--- src/hdl/flash_cmd_defs.vh ---
// command codes, status bits, stream kinds and reset values of the command interface
`ifndef FLASH_CMD_DEFS_VH
`define FLASH_CMD_DEFS_VH

// command codes, compared against the low byte of a command write
`define CMD_READ_ARRAY 8'hff
`define CMD_READ_STATUS 8'h70
`define CMD_READ_IDENT 8'h90
`define CMD_READ_QUERY 8'h98
`define CMD_CLEAR_STATUS 8'h50
`define CMD_WORD_PROGRAM 8'h40
`define CMD_BUFFER_PROGRAM 8'he8
`define CMD_CONFIRM 8'hd0
`define CMD_FACTORY_SETUP 8'h80
`define CMD_SUSPEND 8'hb0

// read modes
`define MODE_ARRAY 2'h0
`define MODE_STATUS 2'h1
`define MODE_IDENT 2'h2
`define MODE_QUERY 2'h3

// status register bit positions and reset value
`define SR_READY 7
`define SR_ERASE_ERR 5
`define SR_PROG_ERR 4
`define SR_VOLT_ERR 3
`define SR_LOCK_ERR 1
`define SR_RESET 8'h80

// kinds of entries on the program stream
`define KIND_WORD 3'h0
`define KIND_BUF_WORD 3'h1
`define KIND_BUF_GO 3'h2
`define KIND_FACT_GO 3'h3
`define KIND_FACT_WORD 3'h4

// program buffer capacity in words
`define BUF_CAPACITY 512

`endif

--- src/hdl/two_entry_buffer.v ---
// two-entry valid/ready buffer with registered outputs
`timescale 1ns/1ps
`default_nettype none

module two_entry_buffer #(
  parameter WIDTH = 8
) (
  // clock and reset
  input wire clock,
  input wire rst_n,
  // filling side
  input wire in_valid,
  output reg in_ready,
  input wire [WIDTH-1:0] in_data,
  // draining side
  output reg out_valid,
  input wire out_ready,
  output reg [WIDTH-1:0] out_data
);

  reg [WIDTH-1:0] spare_q;
  reg full_q;
  wire push;
  wire pop;

  assign push = in_valid & in_ready;
  assign pop = out_valid & out_ready;

  // slot zero drives the outputs directly; the spare slot absorbs one stalled word
  always @(posedge clock) begin
    if (!rst_n) begin
      out_valid <= 1'b0;
      out_data <= {WIDTH{1'b0}};
      spare_q <= {WIDTH{1'b0}};
      full_q <= 1'b0;
      in_ready <= 1'b1;
    end else begin
      if (pop) begin
        if (full_q) begin
          out_data <= spare_q;
          full_q <= 1'b0;
          in_ready <= 1'b1;
        end else if (push) begin
          out_data <= in_data;
        end else begin
          out_valid <= 1'b0;
        end
      end else if (push) begin
        if (!out_valid) begin
          out_data <= in_data;
          out_valid <= 1'b1;
        end else begin
          spare_q <= in_data; // ready drops so the source stalls
          full_q <= 1'b1;
          in_ready <= 1'b0;
        end
      end
    end
  end

endmodule

`default_nettype wire

--- src/hdl/flash_command_interpreter.v ---
// command interface of a parallel flash: decodes host writes into read modes and program requests
//
// Functional notes
// code ff selects array reads
// code 70 selects status reads
// accepted program command switches to status reads
// code 90 selects identifier reads
// code 98 selects query reads
// code 50 clears error flags only
// after 40 next write programs one word
// while programming only status and suspend accepted (code acts on status only; suspend b0 is ignored)
// host toggles select or enable for status
// host toggles select or address valid
// host rewrites array read after programming
// code e8 loads up to 512 words
// confirm d0 starts buffered program
// code 80 arms factory mode, awaits d0
// factory mode ignores all other commands
// d0 after 80 captures address and data
// commands at any address, never stored
// host reissues setup after die switch
// capture on first rising write strobe
// reset gives array reads, status 80
// missing second code sets both error flags
// unknown code changes nothing
`timescale 1ns/1ps
`default_nettype none
`include "flash_cmd_defs.vh"

module flash_command_interpreter #(
  parameter ADDR_W = 24,
  parameter BUF_WORDS = `BUF_CAPACITY
) (
  // clock and reset
  input wire clock,
  input wire rst_n,
  // host bus pins, asynchronous to clock
  input wire we_n,
  input wire ce_n,
  input wire oe_n,
  input wire address_valid_n,
  input wire [ADDR_W-1:0] addr,
  input wire [15:0] dq_in,
  // program engine feedback, same clock
  input wire op_done,
  input wire op_error,
  // program request stream towards the engine
  output wire prog_valid,
  input wire prog_ready,
  output wire [2:0] prog_kind,
  output wire [ADDR_W-1:0] prog_addr,
  output wire [15:0] prog_data,
  // read path selection and status
  output reg [1:0] read_mode,
  output reg [7:0] status,
  output reg [7:0] status_view,
  output reg busy,
  output reg factory_program_mode,
  output reg write_lost
);

  // interpreter states
  localparam [2:0] ST_IDLE = 3'h0;
  localparam [2:0] ST_WP_SETUP = 3'h1;
  localparam [2:0] ST_BUF_COUNT = 3'h2;
  localparam [2:0] ST_BUF_LOAD = 3'h3;
  localparam [2:0] ST_BUF_CONFIRM = 3'h4;
  localparam [2:0] ST_FACT_SETUP = 3'h5;
  localparam [2:0] ST_FACT_MODE = 3'h6;
  localparam [2:0] ST_BUSY = 3'h7;

  localparam CNT_W = $clog2(BUF_WORDS);
  localparam [15:0] MAX_COUNT = BUF_WORDS - 1;
  localparam SW = 3 + ADDR_W + 16;

  // true while an operation owns the array
  function is_busy;
    input [2:0] st;
    begin
      is_busy = (st == ST_BUSY) || (st == ST_FACT_MODE);
    end
  endfunction

  ////////////////////////////////////////////////////////////////////////////
  // pin synchronisers
  reg we_m, we_s, ce_m, ce_s, oe_m, oe_s, adv_m, adv_s;
  reg [ADDR_W-1:0] addr_m, addr_s;
  reg [15:0] dq_m, dq_s;

  // two flops on every pin; strobes idle high so reset to one
  always @(posedge clock) begin
    if (!rst_n) begin
      {we_m, ce_m, oe_m, adv_m} <= 4'hf;
      {we_s, ce_s, oe_s, adv_s} <= 4'hf;
      addr_m <= {ADDR_W{1'b0}};
      addr_s <= {ADDR_W{1'b0}};
      dq_m <= 16'h0000;
      dq_s <= 16'h0000;
    end else begin
      {we_m, ce_m, oe_m, adv_m} <= {we_n, ce_n, oe_n, address_valid_n};
      {we_s, ce_s, oe_s, adv_s} <= {we_m, ce_m, oe_m, adv_m};
      addr_m <= addr;
      addr_s <= addr_m;
      dq_m <= dq_in;
      dq_s <= dq_m;
    end
  end

  ////////////////////////////////////////////////////////////////////////////
  // write cycle capture
  wire wr_active;
  wire wr_end;
  wire rd_active;
  reg wr_prev_q, rd_prev_q, adv_prev_q;
  reg [ADDR_W-1:0] wr_addr_q;
  reg [15:0] wr_data_q;
  reg pend_q;
  reg [ADDR_W-1:0] pend_addr_q;
  reg [15:0] pend_data_q;
  wire take;
  wire buf_ready;

  // a write needs both strobes low with outputs disabled
  assign wr_active = ~we_s & ~ce_s & oe_s;
  // the first of the two strobes to rise ends the active window
  assign wr_end = wr_prev_q & ~wr_active;
  assign rd_active = ~ce_s & ~oe_s;
  // a captured write is decoded only when the stream can accept an entry
  assign take = pend_q & buf_ready;

  // bus values are held while the window is open, so the rising edge itself is never sampled
  always @(posedge clock) begin
    if (!rst_n) begin
      wr_prev_q <= 1'b0;
      rd_prev_q <= 1'b0;
      adv_prev_q <= 1'b1;
      wr_addr_q <= {ADDR_W{1'b0}};
      wr_data_q <= 16'h0000;
      pend_q <= 1'b0;
      pend_addr_q <= {ADDR_W{1'b0}};
      pend_data_q <= 16'h0000;
      write_lost <= 1'b0;
    end else begin
      wr_prev_q <= wr_active;
      rd_prev_q <= rd_active;
      adv_prev_q <= adv_s;
      if (wr_active) begin
        wr_addr_q <= addr_s;
        wr_data_q <= dq_s;
      end
      write_lost <= 1'b0;
      // first rising strobe
      if (wr_end) begin
        if (pend_q && !take) begin
          write_lost <= 1'b1; // host outran a stalled engine
        end else begin
          pend_q <= 1'b1;
          pend_addr_q <= wr_addr_q;
          pend_data_q <= wr_data_q;
        end
      end else if (take) begin
        pend_q <= 1'b0;
      end
    end
  end

  ////////////////////////////////////////////////////////////////////////////
  // command decode
  reg [2:0] state_q, state_d;
  reg [1:0] mode_d;
  reg [CNT_W-1:0] cnt_q, cnt_d;
  reg push;
  reg [2:0] push_kind;
  reg seq_err;
  reg clr_err;
  wire [7:0] cmd;
  // address never decoded
  assign cmd = pend_data_q[7:0];
  // next state, read mode and stream push for one taken write
  always @* begin
    state_d = state_q;
    mode_d = read_mode;
    cnt_d = cnt_q;
    push = 1'b0;
    push_kind = `KIND_WORD;
    seq_err = 1'b0;
    clr_err = 1'b0;
    if (take) begin
      case (state_q)
        ST_IDLE: begin
          // unknown code ignored
          case (cmd)
            // array reads
            `CMD_READ_ARRAY: mode_d = `MODE_ARRAY;
            // status reads
            `CMD_READ_STATUS: mode_d = `MODE_STATUS;
            // identifier reads
            `CMD_READ_IDENT: mode_d = `MODE_IDENT;
            // query reads
            `CMD_READ_QUERY: mode_d = `MODE_QUERY;
            // clear error flags
            `CMD_CLEAR_STATUS: clr_err = 1'b1;
            // auto status mode
            `CMD_WORD_PROGRAM: begin
              state_d = ST_WP_SETUP;
              mode_d = `MODE_STATUS;
            end
            // buffered load start
            `CMD_BUFFER_PROGRAM: begin
              state_d = ST_BUF_COUNT;
              mode_d = `MODE_STATUS;
            end
            // factory setup armed
            `CMD_FACTORY_SETUP: begin
              state_d = ST_FACT_SETUP;
              mode_d = `MODE_STATUS;
            end
            default: state_d = ST_IDLE;
          endcase
        end
        ST_WP_SETUP: begin
          // next write programs
          push = 1'b1;
          push_kind = `KIND_WORD;
          state_d = ST_BUSY;
        end
        ST_BUF_COUNT: begin
          // capacity check
          if (pend_data_q > MAX_COUNT) begin
            seq_err = 1'b1;
            state_d = ST_IDLE;
          end else begin
            cnt_d = pend_data_q[CNT_W-1:0];
            state_d = ST_BUF_LOAD;
          end
        end
        ST_BUF_LOAD: begin
          // collect buffer words
          push = 1'b1;
          push_kind = `KIND_BUF_WORD;
          if (cnt_q == {CNT_W{1'b0}}) begin
            state_d = ST_BUF_CONFIRM;
          end else begin
            cnt_d = cnt_q - 1'b1;
          end
        end
        ST_BUF_CONFIRM: begin
          // confirm starts program
          if (cmd == `CMD_CONFIRM) begin
            push = 1'b1;
            push_kind = `KIND_BUF_GO;
            state_d = ST_BUSY;
          end else begin
            // sequence error
            seq_err = 1'b1;
            state_d = ST_IDLE;
          end
        end
        ST_FACT_SETUP: begin
          // capture confirm cycle
          if (cmd == `CMD_CONFIRM) begin
            push = 1'b1;
            push_kind = `KIND_FACT_GO;
            state_d = ST_FACT_MODE;
          end else begin
            // sequence error
            seq_err = 1'b1;
            state_d = ST_IDLE;
          end
        end
        ST_FACT_MODE: begin
          // every write is data
          push = 1'b1;
          push_kind = `KIND_FACT_WORD;
        end
        ST_BUSY: begin
          // status only; suspend ignored
          if (cmd == `CMD_READ_STATUS) begin
            mode_d = `MODE_STATUS;
          end
        end
        default: state_d = ST_IDLE;
      endcase
    end
    // the engine ends the operation; read mode stays status until the host asks
    if (op_done && is_busy(state_q)) begin
      state_d = ST_IDLE;
    end
  end

  ////////////////////////////////////////////////////////////////////////////
  // state, status register and read path
  reg [7:0] sr_d;
  // error flags: hardware sets, only the clear command clears; a set in the clear cycle wins
  always @* begin
    sr_d = status;
    if (clr_err) begin
      sr_d[`SR_ERASE_ERR] = 1'b0;
      sr_d[`SR_PROG_ERR] = 1'b0;
      sr_d[`SR_VOLT_ERR] = 1'b0;
      sr_d[`SR_LOCK_ERR] = 1'b0;
    end
    // both error flags
    if (seq_err) begin
      sr_d[`SR_ERASE_ERR] = 1'b1;
      sr_d[`SR_PROG_ERR] = 1'b1;
    end
    if (op_done && op_error && is_busy(state_q)) begin
      sr_d[`SR_PROG_ERR] = 1'b1;
    end
    sr_d[`SR_READY] = ~is_busy(state_d);
  end

  // reset defaults
  always @(posedge clock) begin
    if (!rst_n) begin
      state_q <= ST_IDLE;
      cnt_q <= {CNT_W{1'b0}};
      read_mode <= `MODE_ARRAY;
      status <= `SR_RESET;
      busy <= 1'b0;
      factory_program_mode <= 1'b0;
    end else begin
      state_q <= state_d;
      cnt_q <= cnt_d;
      read_mode <= mode_d;
      status <= sr_d;
      busy <= is_busy(state_d);
      factory_program_mode <= (state_d == ST_FACT_MODE);
    end
  end

  // refresh on address valid
  // the snapshot only moves when a new read starts or address valid falls, so a held read sees stable bits
  always @(posedge clock) begin
    if (!rst_n) begin
      status_view <= `SR_RESET;
    end else if ((rd_active && !rd_prev_q) || (!adv_s && adv_prev_q)) begin
      status_view <= status;
    end
  end

  ////////////////////////////////////////////////////////////////////////////
  // program request stream
  wire [SW-1:0] out_word;
  // stalling the engine holds the buffer full, which in turn holds decoding
  two_entry_buffer #(
    .WIDTH(SW)
  ) u_stream (
    .clock(clock),
    .rst_n(rst_n),
    .in_valid(push),
    .in_ready(buf_ready),
    .in_data({push_kind, pend_addr_q, pend_data_q}),
    .out_valid(prog_valid),
    .out_ready(prog_ready),
    .out_data(out_word)
  );
  assign prog_kind = out_word[SW-1:SW-3];
  assign prog_addr = out_word[SW-4:16];
  assign prog_data = out_word[15:0];

endmodule

`default_nettype wire

--- config.mk ---
export PLATFORM = sky130hd
export DESIGN_NAME = flash_command_interpreter
export DESIGN_NICKNAME = d
export VERILOG_FILES = /design/src/hdl/two_entry_buffer.v /design/src/hdl/flash_command_interpreter.v
export VERILOG_INCLUDE_DIRS = /design/src /design/src/hdl
export SDC_FILE = /design/constraint.sdc
export NUM_CORES = 1
export LEC_CHECK = 0
export BUFFER_PORTS_ARGS = -buffer_cell sky130_fd_sc_hd__buf_2
export CAP_MARGIN = 0
export CORE_ASPECT_RATIO = 1.4
export CORE_UTILIZATION = 45
export CTS_BUF_LIST = sky130_fd_sc_hd__clkbuf_4 sky130_fd_sc_hd__clkbuf_8 sky130_fd_sc_hd__clkbuf_16
export CTS_CLUSTER_SIZE = 14
export DETAILED_ROUTE_END_ITERATION = 8
export PLACE_DENSITY = 0.66
export SLEW_MARGIN = 25
export SYNTH_ARGS = -nofsm -noshare
export SYNTH_HDL_FRONTEND = slang
export SYNTH_HIERARCHICAL = 1
export SYNTH_SLANG_ARGS = --single-unit
--- constraint.sdc ---
create_clock -name clock -period 6.1 [get_ports clock]
set_clock_uncertainty 0.1 [all_clocks]
set_input_delay 1.83 -clock clock [delete_from_list [all_inputs] [get_ports clock]]
set_output_delay 1.83 -clock clock [all_outputs]
set_load 0.01 [all_outputs]
==> summary.txt, run 1 <==
Timing
  • Final hold viol count: 0
  • Final setup fails: 0
  • PnR worst setup slack: 2.70 ns
  • Max-Slew Margin vs Limit: 0.400
  • RSZ-0062 raised after global routing: no
  • Fin crit share: 0.558
  • Fmax: 0.294 GHz
  • Worst-Margin Slew: 0.900 ns
  • Final-report max-slew violation count: 0
  • Final worst path period need: 3.40 ns
  • Fin Setup TNS: 0 ns

Place
  • Buffers on Ports: 103
  • Pre-CTS setup slack: 2.42 ns
  • Placer Congestion: 0.801
  • Post-DP HPWL: 13.5 mm

Die
  • Core area: 23,200 um2
  • # rows: 66
  • Chip Width: 132 um
  • Boundary pin count: 114
  • Die area: 24,200 um2
  • Die Y: 184 um
  • Starting Density: 0.458

Routing
  • DR WL/cell: 13.4 um
  • Drt first pass iters: 7
  • WL final: 21.3 mm
  • Iter 0 DRT Violations: 516
  • # DRC: 1
  • Vias per cell: 5.01
  • Via count: 7,961
  • Post-route ant nets: 0

Clocking
  • Post-CTS Hold Buffers: 0
  • CTS max path bufs: 3
  • Clk Latency, worst-skew pair: 0.52 ns
  • CTS tree: yes
  • Clk sinks: 284
  • CTS clock-pin slew for the worst setup and hold paths: 0.06 ns
  • CTS resizes: 0
  • CTS buffer count: 27
  • Clock root buffer: clkbuf_16
  • Htree depth: 1
  • Setup Buffers After CTS: 0

Worst setup path
  • Critical Path Fanout Max: 32
  • CP delay by family, top: simple AND/OR/NAND/NOR gates
  • Slowest CP cell: and2_2
  • Worst path max stage delay: 0.74 ns
  • Worst R2R Path Depth: 8
  • Critical path class: reg2reg
  • Critical Path Sink Type: flip-flop
  • Crit path required time: 6.39 ns
  • Startpoint Class: flip-flop
  • CP Depth: 8
  • Worst path cell trace: nand3_1 > nor3_1 > nand2_1 > a21oi_1 > a22o_1 > and2_2 > buf_4 > a311oi_2
  • Critical path buffer and inverter count: 1
  • CP arrival: 3.69 ns

Finish
  • Layout Nets: 1,317
  • Layout cell share with drive strength beyond 1: 0.170
  • ANT cells: 0
  • Area growth syn-to-layout: 13.6%
  • Filler cells: 2,218

Synthesis
  • Mapped cell area: 10,600 um2
  • Cell taking the most area after synthesis: dfxtp_1
  • Yosys cell types: 58
  • FF+latch count, synth: 284
  • Synth top cells by count: nand2_1, dfxtp_1, a21oi_1
  • Synth top area cells: dfxtp_1, nand2_1, a21oi_1
  • Top-count cell post-synth: nand2_1
  • Ys Warns: 6
  • Async set or reset register ratio after synthesis: 0
  • Syn_area_per_cell: 8.72 um2
  • Ys flop type: dfxtp_1
  • EDFF count, synth: 0
  • Post-synthesis sequential area ratio: 0.536
  • Share of the synthesized area in the top cell type: 0.536
  • Post-Syn Instances: 1,217

GRT
  • Vias in the first global route: 7,345
  • Largest net degree at the start of global routing: 109
  • GRT Util Overall: 0.177
  • First-pass GRT wire length: 36.0 mm
  • Initial antenna violation count: 0
  • GRT overflow: 0

Pwr
  • PwrDens: 301 nW/um2
  • Total Power: 3.63 mW
  • Worst vdd ir: 177 uV
  • P_leak: 4.33 nW

Worst hold path
  • Hold WC Path Type: reg2reg
  • Hold depth: 1

Outcome
  • Run status: finished, violations left
  • Violated checks: DRC

Run
  • MaxCap Viol Count: 0
==> cell type report <==
class,instances,area (um2),share of cell area
flip-flops and latches,284,5690,0.472
clock buffers,42,826,0.0685
inverters,11,42.5,0.00353
well taps,306,383,0.0318
clock inverters,5,77.6,0.00643
multi-input cells,825,4420,0.367
repair buffers,117,621,0.0515
==> routing by layer <==
layer | wire length, um | global-route usage
met1 | 9870 | 0.228
met2 | 9940 | 0.300
met3 | 962 | 0.0256
met4 | 544 | 0.0651
met5 | 0 | 0
==> where the power goes <==
| part | internal, mW | total (mW) | switching, mW |
|---|---|---|---|
| Clock | 1.01 | 1.67 | 0.655 |
| Sequential | 1.88 | 1.89 | 0.00664 |
| Combinational | 0.0283 | 0.0734 | 0.0451 |
| Total | 2.92 | 3.63 | 0.706 |
==> worst paths after layout <==
check,startpoint,end,slack [ns]
hold / removal,ce_m,ce_s,0.30
setup / recovery,pend_data_q[6],u_stream/out_data[7],2.70
setup reg to reg,pend_data_q[6],u_stream/out_data[7],2.70
hold reg to reg,ce_m,ce_s,0.30
==> metrics by stage <==
step | hold WS, ns | utilization | instances | area, um2
2_1_floorplan | 0.286 | - | 1226 | 10700
3_3_place_gp | 0.292 | 0.481 | 1543 | 11200
3_5_place_dp | 0.293 | 0.481 | 1543 | 11200
4_1_cts | 0.306 | 0.520 | 1590 | 12100
5_1_grt | 0.323 | 0.520 | 1590 | 12100
6_report | 0.304 | 0.520 | 1590 | 12100
==> cells in the final DEF, fill, tap and decap left out, types with 3 or more instances in the layout <==
cell type  synthesis  layout
buf_4             11      14
a311oi_1           4       4
clkbuf_16          0      27
nor4_1             9       9
a21oi_1          187     187
inv_1             10       9
buf_2              9     103
o211ai_1           4       4
clkbuf_4           0       9
nand3_1           14      14
o31ai_1            5       5
dfxtp_1          284     284
clkinv_2           0       3
o21ai_0            7       7
nor3_1            13      13
mux2i_1            5       5
o22ai_1            3       3
and3_1             4       3
nor2_1            17      17
and2_1            84      83
o21a_1             3       3
clkbuf_8           0       6
nand2b_1          12      12
conb_1             1      10
a311oi_2          40      40
or3_1              5       5
nand2_1          361     361
==> registers in the layout (all words and copies together), names as in the netlist, 16 cells and up <==
name	cells
u_stream/out_data	43
u_stream/spare_q	43
wr_addr_q	24
pend_data_q	16
addr_s	24
addr_m	24
wr_data_q	16
pend_addr_q	24
dq_s	16
dq_m	16
==> kinds of logic after synthesis <==
family / count (synthesis) / share of synthesized area
and+or+nand+nor: 535 / 0.226
DFF: 284 / 0.536
AOI/OAI and AO/OA: 270 / 0.177
buffers and inverters: 117 / 0.0514
muxes: 6 / 0.00578
adders and majority gates: 2 / 0.00236
xor gates and xnor gates: 2 / 0.00165
other: 1 / 0.000353
(Power assumes the default switching activity.)
==> run 2, diff against run 1 <==
==> constraint.sdc (replaced) <==
create_clock -name clock -period 3.5 [get_ports clock]
set_clock_uncertainty 0.1 [all_clocks]
set_input_delay 1.05 -clock clock [delete_from_list [all_inputs] [get_ports clock]]
set_output_delay 1.05 -clock clock [all_outputs]
set_load 0.01 [all_outputs]
==> run 2 against run 1 <==
  * Cell count increased by 0.63%
  * Setup slack lost 2.2 ns
  * Sequential power grew 74%
  * Hold slack better by 0.0017 ns
  * Maximum frequency is 15% higher
  * Total power grew 80%
  * The run still ends with DRC left
==> summary.txt, run 2 (synthesis results as in run 1) <==
Clocking
  • Clk sinks: 284 (unchanged)
  • Post-CTS Hold Buffers: 0 (unchanged)
  • CTS max path bufs: 3 (unchanged)
  • Htree depth: 1 (unchanged)
  • Setup Buffers After CTS: 0 (unchanged)
  • Clk Latency, worst-skew pair: 0.53 ns (about the same)
  • CTS tree: yes
  • CTS resizes: 0 (unchanged)
  • Clock root buffer: clkbuf_16
  • CTS clock-pin slew for the worst setup and hold paths: 0.06 ns (about the same)
  • CTS buffer count: 27 (unchanged)

Die
  • Core area: 23,200 um2 (unchanged)
  • Die area: 24,200 um2 (unchanged)
  • Boundary pin count: 114 (unchanged)
  • Chip Width: 132 um (unchanged)
  • Die Y: 184 um (unchanged)
  • Starting Density: 0.458 (unchanged)
  • # rows: 66 (unchanged)

Outcome
  • Run status: finished, violations left
  • Violated checks: DRC

Routing
  • Vias per cell: 4.94 (-1.3%)
  • # DRC: 1 (unchanged)
  • Wl on met1: 10.2 mm (+3.4%)
  • Top layer used by detailed routing: met5
  • Post-route ant nets: 0 (unchanged)
  • Drt first pass iters: 8 (+1)
  • WL final: 21.4 mm (+0.23%)
  • DR WL/cell: 13.4 um (-0.39%)
  • Met3 WL: 854 um (-11%)
  • Routed length on met2: 9.85 mm (-0.95%)
  • Iter 0 DRT Violations: 488 (-5.4%)
  • Via count: 7,904 (-0.72%)

Finish
  • Area growth syn-to-layout: 15.0%
  • Finished Cell Area: 12,200 um2 (+1.2%)
  • Multi-input gate area: 4420 um2 (about the same)
  • Filler cells: 2,202 (-0.72%)
  • Most common cell after layout, fill and taps aside: nand2_1
  • ANT cells: 0 (unchanged)
  • Most frequent cells in the layout: nand2_1, dfxtp_1, a21oi_1
  • Layout cell share with drive strength beyond 1: 0.175 (+0.00487)
  • Largest regs: u_stream/out_data x43, u_stream/spare_q x43
  • Layout Nets: 1,326 (+0.68%)
  • Register area: 5690 um2 (unchanged)
  • Post-route insts no fill: 1,600 (+0.63%)

Worst hold path
  • Hold WC Path Type: reg2reg
  • HP Start: ce_m

GRT
  • GRT Util Overall: 0.177 (-0.000179)
  • First-pass GRT wire length: 36.0 mm (unchanged)
  • Initial antenna violation count: 1 (+1)
  • Vias in the first global route: 7,336 (-0.12%)
  • GRT overflow: 0 (unchanged)
  • Largest net degree at the start of global routing: 97 (-11%)

Pwr
  • Sw Ratio: 0.195 (-0.000242)
  • PwrDens: 534 nW/um2 (+77%)
  • Total Power: 6.52 mW (+80%)
  • Logic pwr share: 0.020 (about the same)
  • Power Internal: 5.25 mW (+80%)
  • Flop pwr share: 0.505 (-0.016)
  • Total net switching power: 1.27 mW (+79%)
  • Clock share of power: 0.475 (+0.016)
  • Worst vdd ir: 377 uV (+110%)
  • P_leak: 4.42 nW (+2.1%)

Worst setup path
  • Worst setup startpoint: pend_data_q[6]
  • Crit path required time: 3.78 ns (-2.61 ns)
  • FF-to-FF Start: pend_data_q[6]
  • Startpoint Class: flip-flop
  • Reg-to-reg setup timing slack: 0.54 ns (-2.16 ns)
  • Critical Path Fanout Max: 23 (-28%)
  • Critical path class: reg2reg
  • CP arrival: 3.24 ns (-0.45 ns)
  • Critical Path Sink Type: flip-flop

Place
  • Post-DP HPWL: 14.2 mm (+5.1%)
  • Area of placed instances: 11,200 um2 (+0.81%)
  • Pre-CTS setup slack: 0.552 ns (-1.86 ns)
  • Placed Cells: 1,552 (+0.58%)
  • Placer Congestion: 0.826 (+3.1%)
  • Buffers on Ports: 103 (unchanged)

Timing
  • Fin crit share: 0.846 (+0.288)
  • RSZ-0062 raised after global routing: no
  • Fin Setup TNS: 0 ns (unchanged)
  • Final worst path period need: 2.96 ns (-0.442 ns)
  • PnR worst setup slack: 0.540 ns (-2.16 ns)
  • Final-report max-slew violation count: 0 (unchanged)
  • Fmax: 0.338 GHz (+15%)
  • Final setup fails: 0 (unchanged)
  • Max-Slew Margin vs Limit: 0.524 (+0.124)
  • Worst-Margin Slew: 0.714 ns (-0.186 ns)
  • Final hold viol count: 0 (unchanged)

Run
  • MaxCap Viol Count: 0 (unchanged)
-- run 2: critical path, cell delays in order (launching register included) --
cell,delay (ns)
dfxtp_1,0.66
nand3_1,0.17
nor3_1,0.34
nand2_1,0.12
a21oi_1,0.30
a22o_1,0.41
and2_2,0.22
buf_4,0.33
a311oi_2,0.16
-- run 2: final cells by class --
class                      instances  area share
multi-input combinational        825       0.362
inverter                          11     0.00348
clock buffer                      36      0.0634
clock inverter                    12      0.0155
timing repair buffer             126      0.0584
tap                              306      0.0314
sequential                       284       0.466
-- run 2: routing by layer --
metal	global-route usage	up-vias
met1	0.233	3541
met5	0	-
met3	0.0237	36
li1	-	4177
met2	0.299	148
met4	0.0544	2
-- run 2: stage by stage --
step	hold WS (ns)	util
CTS	0.309	0.526
detailed placement	0.295	0.485
finish	0.306	0.526
global placement	0.294	0.485
floorplan	0.286	-
global route	0.322	0.526
-- run 2: power groups by stage --
stage | Sequential (mW) | Clock [mW] | Combinational (mW)
floorplan | 3.36 | 0 | 0.0955
global placement | 3.36 | 0 | 0.134
detailed placement | 3.36 | 0 | 0.135
CTS | 3.29 | 3.17 | 0.135
global route | 3.29 | 3.30 | 0.149
finish | 3.29 | 3.09 | 0.132
-- run 2: worst paths after layout --
kind / to / depth (start not counted)
hold / removal: ce_s / 1
hold reg to reg: ce_s / 1
setup / recovery: u_stream/out_data[34] / 8
setup reg to reg: u_stream/out_data[34] / 8
